$ cat src/shared/dvr_regs.svh
// register addresses, field positions and reset values of the command block
`ifndef DVR_REGS_SVH
`define DVR_REGS_SVH

`define DVR_A_DATA 4'h0
`define DVR_A_ERR 4'h1
`define DVR_A_SCNT 4'h2
`define DVR_A_SNUM 4'h3
`define DVR_A_CYLL 4'h4
`define DVR_A_CYLH 4'h5
`define DVR_A_DEVH 4'h6
`define DVR_A_CMD 4'h7
`define DVR_A_DEVCTL 4'h8

`define DVR_OP_VERIFY_EXT 8'h42
`define DVR_OP_RECAL_NIB 4'h1

`define DVR_E_UNCORRECTABLE 6
`define DVR_E_SECTOR_ID_MISSING 4
`define DVR_E_ABORTED 2
`define DVR_E_TRACK_ZERO_MISSING 1

`define DVR_S_BUSY 7
`define DVR_S_READY 6
`define DVR_S_SEEK_DONE 4
`define DVR_S_DRQ 3
`define DVR_S_ERROR 0

`define DVR_DC_HIGH_BYTE_SELECT 7

`define DVR_RST_BYTE 8'h00
`define DVR_MAX_SECTORS 17'h10000

`endif

$ cat src/shared/dvr_pkg.sv
// types shared by the command sequencer and the range walker
package dvr_pkg;
  typedef enum logic [4:0] {
    ST_IDLE  = 5'b00001,
    ST_VREQ  = 5'b00010,
    ST_VWAIT = 5'b00100,
    ST_SREQ  = 5'b01000,
    ST_SWAIT = 5'b10000
  } dvr_state_t;
endpackage

$ cat src/shared/dvr_walk_if.sv
// carrier between the sequencer and the sector range walker
interface dvr_walk_if #(
  parameter int LBA_W = 48,
  parameter int CNT_W = 16
);
  logic load;
  logic step;
  logic [LBA_W-1:0] start_lba;
  logic [CNT_W-1:0] start_cnt;
  logic [LBA_W-1:0] cur_lba;
  logic last;

  modport ctl (output load, output step, output start_lba,
    output start_cnt, input cur_lba, input last);
  modport walk (input load, input step, input start_lba,
    input start_cnt, output cur_lba, output last);
endinterface

$ cat src/design/dvr_range_walk.sv
// sector range walker: current address and sectors left
`include "dvr_regs.svh"
module dvr_range_walk
  import dvr_pkg::*;
#(
  parameter int LBA_W = 48,
  parameter int CNT_W = 16
) (
  // clock, reset, enable
  input wire logic core_clk_i,
  input wire logic rst_i,
  input wire logic ce_i,
  // sequencer side
  dvr_walk_if.walk wk
);
  generate
    if (LBA_W != 48 || CNT_W != 16) begin : g_bad_width
      $error("dvr_range_walk: only 48-bit address, 16-bit count");
    end
  endgenerate

  logic [LBA_W-1:0] lba_r;
  logic [LBA_W-1:0] lba_nxt;
  logic [CNT_W:0] left_r;
  logic [CNT_W:0] left_nxt;

  always_comb begin
    lba_nxt = lba_r;
    left_nxt = left_r;
    if (wk.load) begin
      lba_nxt = wk.start_lba;
      // a zero count means the full 16-bit range
      left_nxt = (wk.start_cnt == '0) ? `DVR_MAX_SECTORS :
        {1'b0, wk.start_cnt};
    end else if (wk.step) begin
      lba_nxt = lba_r + {{(LBA_W-1){1'b0}}, 1'b1};
      left_nxt = left_r - {{CNT_W{1'b0}}, 1'b1};
    end
  end

  always_ff @(posedge core_clk_i or posedge rst_i) begin
    if (rst_i) begin
      lba_r <= '0;
      left_r <= '0;
    end else if (ce_i) begin
      lba_r <= lba_nxt;
      left_r <= left_nxt;
    end
  end

  assign wk.cur_lba = lba_r;
  assign wk.last = (left_r == {{CNT_W{1'b0}}, 1'b1});

  a_count_load: assert property (
    @(posedge core_clk_i) disable iff (rst_i)
    (ce_i && wk.load && wk.start_cnt != '0)
      |=> left_r == {1'b0, $past(wk.start_cnt)})
    else $error("sector count not assembled from load");

  a_zero_count: assert property (
    @(posedge core_clk_i) disable iff (rst_i)
    (ce_i && wk.load && wk.start_cnt == '0) |=> left_r == 17'h10000)
    else $error("zero count did not become 65536");
endmodule // dvr_range_walk

$ cat src/design/dvr_cmd_top.sv
// command-block registers with verify-ext and recalibrate sequencing
`include "dvr_regs.svh"
module dvr_cmd_top
  import dvr_pkg::*;
(
  // clock, reset, enable
  input wire logic core_clk_i,
  input wire logic rst_i,
  input wire logic ce_i,
  // command-block register port
  input wire logic tf_wr_i,
  input wire logic tf_rd_i,
  input wire logic [3:0] tf_addr_i,
  input wire logic [7:0] tf_wdata_i,
  output logic [7:0] tf_rdata_o,
  output logic busy_o,
  // medium verify engine
  output logic vfy_req_o,
  output logic [47:0] vfy_lba_o,
  input wire logic vfy_done_i,
  input wire logic vfy_uncorr_i,
  input wire logic vfy_id_missing_i,
  // head positioner
  output logic seek_req_o,
  input wire logic seek_done_i,
  input wire logic seek_fail_i
);
  dvr_state_t state_r;
  dvr_state_t state_nxt;
  logic [7:0] tf_cur_r [4];
  logic [7:0] tf_cur_nxt [4];
  logic [7:0] tf_prev_r [4];
  logic [7:0] tf_prev_nxt [4];
  logic [7:0] devh_r;
  logic [7:0] devh_nxt;
  logic high_byte_select_r;
  logic high_byte_select_nxt;
  logic [7:0] err_r;
  logic [7:0] err_nxt;
  logic [7:0] rdata_r;
  logic [7:0] rdata_nxt;
  logic [7:0] status;
  logic busy;
  logic wr_ok;
  logic [1:0] tf_idx;
  logic fail_hit;

  dvr_walk_if #(.LBA_W(48), .CNT_W(16)) walk ();

  dvr_range_walk #(.LBA_W(48), .CNT_W(16)) u_walk (
    .core_clk_i(core_clk_i),
    .rst_i(rst_i),
    .ce_i(ce_i),
    .wk(walk.walk)
  );

  assign busy = (state_r != ST_IDLE);
  // writes during a command are dropped, host must wait for busy low
  assign wr_ok = tf_wr_i && !busy;
  assign tf_idx = 2'(tf_addr_i - `DVR_A_SCNT);
  assign fail_hit = vfy_uncorr_i || vfy_id_missing_i;

  // address and count are taken straight from the register copies
  assign walk.start_lba = {tf_prev_r[3], tf_prev_r[2], tf_prev_r[1],
    tf_cur_r[3], tf_cur_r[2], tf_cur_r[1]};
  assign walk.start_cnt = {tf_prev_r[0], tf_cur_r[0]};

  always_comb begin
    status = 8'h00;
    status[`DVR_S_BUSY] = busy;
    status[`DVR_S_READY] = 1'b1;
    status[`DVR_S_SEEK_DONE] = !busy;
    // no data phase ever, so the data request bit stays low
    status[`DVR_S_DRQ] = 1'b0;
    status[`DVR_S_ERROR] = !busy && (err_r != 8'h00);
  end

  always_comb begin
    state_nxt = state_r;
    tf_cur_nxt = tf_cur_r;
    tf_prev_nxt = tf_prev_r;
    devh_nxt = devh_r;
    high_byte_select_nxt = high_byte_select_r;
    err_nxt = err_r;
    walk.load = 1'b0;
    walk.step = 1'b0;
    if (wr_ok) begin
      if (tf_addr_i >= `DVR_A_SCNT && tf_addr_i <= `DVR_A_CYLH) begin
        // each write pushes the old byte into the previous copy
        tf_prev_nxt[tf_idx] = tf_cur_r[tf_idx];
        tf_cur_nxt[tf_idx] = tf_wdata_i;
      end else if (tf_addr_i == `DVR_A_DEVH) begin
        devh_nxt = tf_wdata_i;
      end else if (tf_addr_i == `DVR_A_DEVCTL) begin
        high_byte_select_nxt = tf_wdata_i[`DVR_DC_HIGH_BYTE_SELECT];
      end else if (tf_addr_i == `DVR_A_CMD) begin
        err_nxt = 8'h00;
        if (tf_wdata_i == `DVR_OP_VERIFY_EXT) begin
          walk.load = 1'b1;
          state_nxt = ST_VREQ;
        end else if (tf_wdata_i[7:4] == `DVR_OP_RECAL_NIB) begin
          state_nxt = ST_SREQ;
        end else begin
          err_nxt[`DVR_E_ABORTED] = 1'b1;
        end
      end
    end
    case (state_r)
      ST_IDLE: begin
      end
      ST_VREQ: begin
        state_nxt = ST_VWAIT;
      end
      ST_VWAIT: begin
        if (vfy_done_i) begin
          if (fail_hit) begin
            err_nxt[`DVR_E_UNCORRECTABLE] = vfy_uncorr_i;
            err_nxt[`DVR_E_SECTOR_ID_MISSING] = vfy_id_missing_i;
            for (int i = 1; i < 4; i++) begin
              tf_cur_nxt[i] = walk.cur_lba[8*(i-1) +: 8];
              tf_prev_nxt[i] = walk.cur_lba[8*(i+2) +: 8];
            end
            state_nxt = ST_IDLE;
          end else if (walk.last) begin
            state_nxt = ST_IDLE;
          end else begin
            walk.step = 1'b1;
            state_nxt = ST_VREQ;
          end
        end
      end
      ST_SREQ: begin
        state_nxt = ST_SWAIT;
      end
      ST_SWAIT: begin
        if (seek_done_i) begin
          err_nxt[`DVR_E_TRACK_ZERO_MISSING] = seek_fail_i;
          state_nxt = ST_IDLE;
        end
      end
      default: begin
        state_nxt = ST_IDLE;
      end
    endcase
  end

  always_comb begin
    rdata_nxt = rdata_r;
    if (tf_rd_i) begin
      if (tf_addr_i == `DVR_A_ERR) begin
        rdata_nxt = err_r;
      end else if (tf_addr_i >= `DVR_A_SCNT && tf_addr_i <= `DVR_A_CYLH) begin
        // select bit picks the previous copy: the high count byte or the upper half of the 48-bit address
        rdata_nxt = high_byte_select_r ? tf_prev_r[tf_idx] :
          tf_cur_r[tf_idx];
      end else if (tf_addr_i == `DVR_A_DEVH) begin
        rdata_nxt = devh_r;
      end else if (tf_addr_i == `DVR_A_CMD || tf_addr_i == `DVR_A_DEVCTL) begin
        rdata_nxt = status;
      end else begin
        rdata_nxt = 8'h00;
      end
    end
  end

  always_ff @(posedge core_clk_i or posedge rst_i) begin
    if (rst_i) begin
      state_r <= ST_IDLE;
      for (int i = 0; i < 4; i++) begin
        tf_cur_r[i] <= `DVR_RST_BYTE;
        tf_prev_r[i] <= `DVR_RST_BYTE;
      end
      devh_r <= `DVR_RST_BYTE;
      high_byte_select_r <= 1'b0;
      err_r <= `DVR_RST_BYTE;
      rdata_r <= `DVR_RST_BYTE;
    end else if (ce_i) begin
      state_r <= state_nxt;
      tf_cur_r <= tf_cur_nxt;
      tf_prev_r <= tf_prev_nxt;
      devh_r <= devh_nxt;
      high_byte_select_r <= high_byte_select_nxt;
      err_r <= err_nxt;
      rdata_r <= rdata_nxt;
    end
  end

  assign tf_rdata_o = rdata_r;
  assign busy_o = busy;
  assign vfy_req_o = (state_r == ST_VREQ);
  assign vfy_lba_o = walk.cur_lba;
  assign seek_req_o = (state_r == ST_SREQ);

  a_vfy_no_data: assert property (
    @(posedge core_clk_i) disable iff (rst_i)
    (ce_i && vfy_req_o) |-> (busy_o && !status[`DVR_S_DRQ])
      ##1 !vfy_req_o)
    else $error("verify request not a lone pulse or with data request");

  a_fail_stops_vfy: assert property (
    @(posedge core_clk_i) disable iff (rst_i)
    (ce_i && state_r == ST_VWAIT && vfy_done_i && vfy_uncorr_i)
      |=> state_r == ST_IDLE && err_r[`DVR_E_UNCORRECTABLE] && !vfy_req_o)
    else $error("verify continued after uncorrectable sector");

  a_start_lba: assert property (
    @(posedge core_clk_i) disable iff (rst_i)
    (ce_i && wr_ok && tf_addr_i == `DVR_A_CMD
      && tf_wdata_i == `DVR_OP_VERIFY_EXT)
      |=> vfy_lba_o == $past(walk.start_lba) ##0 vfy_req_o)
    else $error("verify start address wrong");

  a_fail_address: assert property (
    @(posedge core_clk_i) disable iff (rst_i)
    (ce_i && state_r == ST_VWAIT && vfy_done_i && fail_hit)
      |=> {tf_prev_r[3], tf_cur_r[1]} ==
        {$past(vfy_lba_o[47:40]), $past(vfy_lba_o[7:0])})
    else $error("failing address not latched");

  a_recal_seek: assert property (
    @(posedge core_clk_i) disable iff (rst_i)
    (ce_i && wr_ok && tf_addr_i == `DVR_A_CMD
      && tf_wdata_i[7:4] == `DVR_OP_RECAL_NIB)
      |=> seek_req_o && busy_o)
    else $error("recalibrate did not request a seek");

  a_track_zero_flag: assert property (
    @(posedge core_clk_i) disable iff (rst_i)
    (ce_i && state_r == ST_SWAIT && seek_done_i)
      |=> err_r[`DVR_E_TRACK_ZERO_MISSING] == $past(seek_fail_i)
        && !busy_o)
    else $error("track-zero-missing flag wrong after seek");

  a_done_status: assert property (
    @(posedge core_clk_i) disable iff (rst_i)
    $fell(busy_o) |-> status[`DVR_S_ERROR] ==
      (err_r[`DVR_E_UNCORRECTABLE] || err_r[`DVR_E_SECTOR_ID_MISSING]
        || err_r[`DVR_E_ABORTED] || err_r[`DVR_E_TRACK_ZERO_MISSING])
      && status[`DVR_S_SEEK_DONE] && !status[`DVR_S_BUSY])
    else $error("completion status does not match error flags");

  a_busy_ignores_wr: assert property (
    @(posedge core_clk_i) disable iff (rst_i)
    (ce_i && busy_o && tf_wr_i) |=> $stable(tf_cur_r[0])
      && $stable(tf_prev_r[0]))
    else $error("register write accepted while busy");
endmodule // dvr_cmd_top

$ cat config.mk
export PLATFORM = sky130hd
export DESIGN_NAME = dvr_cmd_top
export DESIGN_NICKNAME = d
export VERILOG_FILES = /design/src/shared/dvr_pkg.sv /design/src/shared/dvr_walk_if.sv /design/src/design/dvr_range_walk.sv /design/src/design/dvr_cmd_top.sv
export VERILOG_INCLUDE_DIRS = /design/src /design/src/shared
export SDC_FILE = /design/constraint.sdc
export NUM_CORES = 1
export LEC_CHECK = 0
export BUFFER_PORTS_ARGS = -buffer_cell sky130_fd_sc_hd__clkbuf_2
export CAP_MARGIN = 10
export CORE_MARGIN = 4
export CORE_UTILIZATION = 45
export DETAILED_ROUTE_END_ITERATION = 8
export PLACE_DENSITY = 0.62
export SLEW_MARGIN = 20
export SYNTH_ARGS = -nofsm -noshare
export SYNTH_HDL_FRONTEND = slang
export SYNTH_SLANG_ARGS = --single-unit
$ cat constraint.sdc
create_clock -name core_clk_i -period 6.75 [get_ports core_clk_i]
set_input_delay 1.35 -clock core_clk_i [delete_from_list [all_inputs] [get_ports core_clk_i]]
set_output_delay 1.35 -clock core_clk_i [all_outputs]
set_load 0.01 [all_outputs]
Word level (Yosys, flattened, before mapping) --
Index checks and enable logic that the tools add are counted.
Word-level totals: register bits after elaboration 155, bits of input ports 22, output and inout bits 59, logic and storage cells 123
Cells by class: add/sub/neg operators 3, $lt $le $gt $ge 4, eq/ne operators 13, mux-type cells 67, bitwise gates (word level) 4, reduce and logical (&&, ||, !) cells 16
Operator list (number):
- $mux 24 | 10
- $mux 48 | 2
- $mux 8 | 10
- $bwmux 32 | 2
- $mux 17 | 3
- $add 48x1->48 const B | 1
- $mux 5 | 9
- $mux 7 | 5
- $bmux 8 s2 | 2
- $pmux 5 s5 | 1
- $mux 1 | 20
- $eq 17x1->1 const B | 1
- $sub 17x1->17 const B | 1
- $demux 8 s2 | 1
- $logic_not 16->1 | 1
- $eq 4x1->1 const B | 2
- $eq 4x3->1 const B | 2
- $eq 8x7->1 const B | 1
- $reduce_bool 8->1 | 1
- $reduce_and 6->1 | 1
- $eq 5x1->1 const B | 1
- $eq 5x2->1 const B | 1
- $eq 5x3->1 const B | 1
- $eq 5x4->1 const B | 1
- 19 further kinds | 27

Logic depth before layout (Yosys ltp) --
depth in word-level cells 12, mapped depth 10, depth with buffers taken out 8

Cells and area by module --
A second synthesis with hierarchy kept.
Unflattened totals: cell total of the unflattened synthesis 997, area total of the unflattened synthesis 9075.0 µm²
Modules (own cells, without submodules):
- dvr_cmd_top | instances 1, cells an instance 479, area each 4880.9 µm², seq. area each 2253.4 µm²
- dvr_range_walk | instances 1, cells an instance 518, area each 4194.0 µm², seq. area each 1626.6 µm²

Least setup slack after synthesis --
OpenSTA, ideal clock, no wires.
path kind input port to flip-flop, start in tf_addr_i[3], end reg u_walk.left_r[11], library setup time 0.121 ns, arrival 2.938 ns, data required time 6.629 ns, slack 3.691 ns, cell stages on the path 9, buffers on the path 3, cell sequence clkbuf_1 -> and2b_1 -> nand4_2 -> or2_1 -> buf_2 -> a21boi_4 -> buf_4 -> o21ai_0 -> a22o_1
On the way: longest elaborated chain between the ends 8, elaborated cells between the ends (all ways) 14, those cells by class order compare: 2; eq/ne: 3; mux: 6; reduce/logical: 3
RTL lines:
- start, declared | RTL line dvr_cmd_top.sv:13 | input wire logic [3:0] tf_addr_i,
- $eq 4x3->1 (no line)
- $mux 1 | RTL line dvr_cmd_top.sv:96 | end else if (tf_addr_i == `DVR_A_CMD) begin
- $mux 1 | RTL line dvr_cmd_top.sv:94 | end else if (tf_addr_i == `DVR_A_DEVCTL) begin
- $mux 1 | RTL line dvr_cmd_top.sv:92 | end else if (tf_addr_i == `DVR_A_DEVH) begin
- $mux 1 (*) | RTL line dvr_cmd_top.sv:88 | if (tf_addr_i >= `DVR_A_SCNT && tf_addr_i <= `DVR_A_CYLH) begin
- $mux 1 (*) | RTL line dvr_cmd_top.sv:87 | if (wr_ok) begin
- $reduce_bool 2->1 (no line)
- $reduce_and 2->1 (no line)
- end signal, assigned | RTL line dvr_range_walk.sv:47 | left_r <= left_nxt;
- end, declared | RTL line dvr_range_walk.sv:24 | logic [CNT_W:0] left_r;
Mark *: on every way between the ends. The rest lies on a longest branch, timed or not. A chain may end at the register's enable or synchronous reset.

Worst setup path after layout --
start in tf_addr_i[1], end reg u_walk.lba_r[27], in the netlist u_walk.wk.cur_lba[27]
On the way: longest elaborated chain between the ends 8, elaborated cells between the ends (all ways) 14, those cells by class order compare: 2; eq/ne: 3; mux: 6; reduce/logical: 3
RTL lines:
- $eq 4x3->1 (no line)
- $mux 1 | RTL line dvr_cmd_top.sv:96
- $mux 1 | RTL line dvr_cmd_top.sv:94
- $mux 1 | RTL line dvr_cmd_top.sv:92
- $mux 1 (*) | RTL line dvr_cmd_top.sv:88
- $mux 1 (*) | RTL line dvr_cmd_top.sv:87
- $reduce_bool 2->1 (no line)
- $reduce_and 2->1 (no line)
- end signal, assigned | RTL line dvr_range_walk.sv:46 | lba_r <= lba_nxt;
- end, declared | RTL line dvr_range_walk.sv:22 | logic [LBA_W-1:0] lba_r;
Marks and branches as above.

==> Flow_metrics.wiki <==
{| class="wikitable"
! Metric !! Value
|-
| Result of the run || completed
|-
| Final std cell area, no fill || 10100 sq um
|-
| Die height || 149 um
|-
| Number of vias per cell || 6.58
|-
| Hold Crit Class || flop to flop
|-
| Die width || 149 um
|-
| IO buf count || 80
|-
| Syn Std Cell Area || 8890 sq um
|-
| DR pass1 iterations || 6
|-
| Primary flip-flop cell chosen by synthesis mapping || dfrtp_1
|-
| Period Utilization, post-route || 58.2%
|-
| GR Util All Layers || 28.7%
|-
| H-tree depth || 4
|-
| Routed wirelength normalized by instance count || 23.9 um
|-
| Post-synthesis average cell area || 8.97 sq um
|-
| RSZ-0062 raised after global routing || no
|-
| Commonest cells in the synthesized netlist || 154 x dfrtp_1, 123 x a21oi_1, 107 x nor2_1
|-
| Pins Over Slew Limit || 0
|-
| Portion of synthesized cell area occupied by the leading cell type || 43.3%
|-
| Vias after detailed routing || 8624
|-
| Max Fclk || 255 MHz
|-
| Share of the yosys chip area belonging to registers || 43.6%
|-
| Net total in the final layout || 1058
|-
| Category of the most critical setup path || input port to flop
|-
| Remaining antenna violation count || 0
|-
| Initial DRC count || 1112
|-
| Setup slack after placement || 2.37 ns
|-
| Sinks on Clock Net || 155
|-
| Layout cell share with drive strength beyond 1 || 17.9%
|-
| Crit path time final || 3.93 ns
|-
| Worst setup EP type || flop
|-
| Post CTS Setup Buffer Count || 0
|-
| Signed area change from the synthesized netlist to the final layout || 13.1%
|-
| Hold Buf Count CTS || 0
|-
| Core Box Area || 19500 sq um
|-
| Antenna cells || 0
|-
| Post-synthesis cell type with the largest combined area || dfrtp_1
|-
| IO Count || 81
|-
| TritonCTS clock tree || built
|-
| Post-synthesis sequential element count || 155
|-
| Worst-case headroom to the max-slew limit || 18.6%
|-
| Number of buffers on the longest clock path || 2
|-
| Area after DPL || 9450 sq um
|-
| Clock input transition at the sequential cells of the worst setup and hold paths || 0.07 ns
|-
| Sum of routed wire length over all layers || 31300 um
|-
| Fin Clk Skew || 0.00803 ns
|-
| CTS resizes || 0
|-
| First-pass GRT wire length || 49000 um
|-
| Total CTS buffers || 17
|-
| Leakage || 4.25 nW
|-
| Maximum number of pins on one net before global-route repair || 91
|-
| Detailed-route DRC error count || 0
|-
| Endpoint required time on the critical path || 7.05 ns
|-
| Initial core utilization || 45.7%
|-
| Hold Vio Cnt, Final || 0
|-
| Cell types with the largest area share after synthesis || dfrtp_1 43%, a21oi_1 6.9%, o21ai_0 4.6%
|-
| Worst EP arrival || 4.23 ns
|-
| Summed negative setup slack over all endpoints || 0 ns
|-
| # rows || 51
|-
| Setup violators final || 0
|-
| CP startpoint kind || input port
|-
| Global route total overflow || 0
|-
| Post-synth EDFFs || 0
|-
| Maximum fanout count along the critical path || 50
|-
| Worst voltage drop across the vdd grid || 0.230 mV
|-
| Weighted congestion reported at the end of routability-driven placement || 0.942
|-
| Most frequently used cell type in the post-synthesis netlist || dfrtp_1
|-
| Unique masters post-synth || 69
|-
| Final hold slack || 0.485 ns
|-
| Power, Total || 2.90 mW
|-
| Final HPWL from detailed placement || 21000 um
|-
| Die Footprint || 22100 sq um
|-
| Share of synthesized flip-flops with an asynchronous set or reset || 100%
|-
| Cell count after synthesis || 991
|-
| Insertion delay to the later sink of the worst-skew pair || 0.44 ns
|-
| Maximum capacitance violations || 0
|-
| Slack of the critical path || 2.82 ns
|-
| PD cells || 288 nW/um^2
|-
| Yosys Warn Count || 0
|-
| Transition time at the pin with the least slew margin || 1.21 ns
|-
| Clock tree root driver cell || clkbuf_16
|-
| Vias in the first global route || 7984
|-
| Total nets after synthesis || 1016
|-
| Number of antenna violations at the first check in global routing || 0
|}
==> per-stage QoR <==
step                      instances  util, %
after floorplan                 991        -
after global placement         1278     48.5
after detailed placement       1278     48.6
after CTS                      1309     51.6
after global routing           1310     51.7
final                          1310     51.7
==> state kept, by name, indices dropped and copies added (netlist names), 4 cells and up <==
name               cells
devh_r                 8
tf_rdata_o             8
tf_prev_r             32
u_walk.left_r         17
err_r                  4
state_r                5
tf_cur_r              32
u_walk.wk.cur_lba     48
==> cell families (layout without fill, tap and decap cells) <==
group	after synthesis	after routing	synth area share, %
XOR/XNOR	2	2	0.197
multiplexers	50	50	8.30
adder cells (fa/ha/maj)	3	3	0.422
AND/OR/NAND/NOR	339	339	18.9
flip-flops	155	155	43.6
buffers and inverters	86	140	4.31
AO/OA/AOI/OAI	356	356	24.3
==> per-layer routing <==
metal / vias to the layer above / part of all wire [%] / track usage (%)
li1: 3822 / - / -
met1: 4268 / 44 / 42.2
met2: 465 / 44 / 42.3
met3: 69 / 8.7 / 5.39
met4: 0 / 3.5 / 11.0
met5: - / 0 / 0
==> placed cells by master (no fill, tap or decap), types with 5 or more instances in the layout <==
cell and count:
a2bb2oi_1 13, clkbuf_16 17, nand3_1 30, o22a_1 8, o21ai_0 82, o2bb2ai_1 10, nor4_1 15, a21oi_1 123
nor2_1 107, o22ai_1 65, and4_1 7, a22oi_1 7, mux4_2 16, a32oi_1 6, dfrtp_1 154, buf_4 13
nand4_1 22, clkbuf_2 80, clkinvlp_4 5, nor3_1 16, and2_1 7, or3_1 6, a31oi_1 6, and3_1 23
mux2_2 30, nand2_1 76, inv_1 15
==> power by group <==
group | internal (mW) | switching (mW) | total, mW
logic | 0.254 | 0.281 | 0.535
clock network | 0.588 | 0.401 | 0.989
registers | 1.12 | 0.250 | 1.37
==> layout make-up <==
cell class / count / area [sq um]
flip-flops and latches: 155 / 3880
multi-input cells: 750 / 4690
repair buffers: 93 / 498
well taps: 265 / 332
inverters: 16 / 65.1
clock inverters: 11 / 146
fillers: 1830 / 9410
clock buffers: 20 / 447
==> critical path: stages <==
cell and delay [ns]:
clkbuf_2 0.58, and2_1 0.29, nand4_2 0.22, or2_4 0.50
a21boi_4 0.36, buf_4 0.54, o21ai_0 0.18, o2bb2ai_1 0.17
==> worst paths after layout <==
check,start,endpoint,cells past startpoint,slack [ns]
setup / recovery,tf_addr_i[1],u_walk.wk.cur_lba[27],8,2.82
hold / removal,tf_rdata_o[1],tf_rdata_o[1],2,0.49
setup reg to reg,state_r[4],u_walk.wk.cur_lba[27],7,3.49
hold reg to reg,tf_rdata_o[1],tf_rdata_o[1],2,0.49
max in group asynchronous,rst_i,tf_cur_r[31],3,4.17
min in group asynchronous,rst_i,u_walk.wk.cur_lba[7],2,1.11
Power figures use the tool's default switching activity.
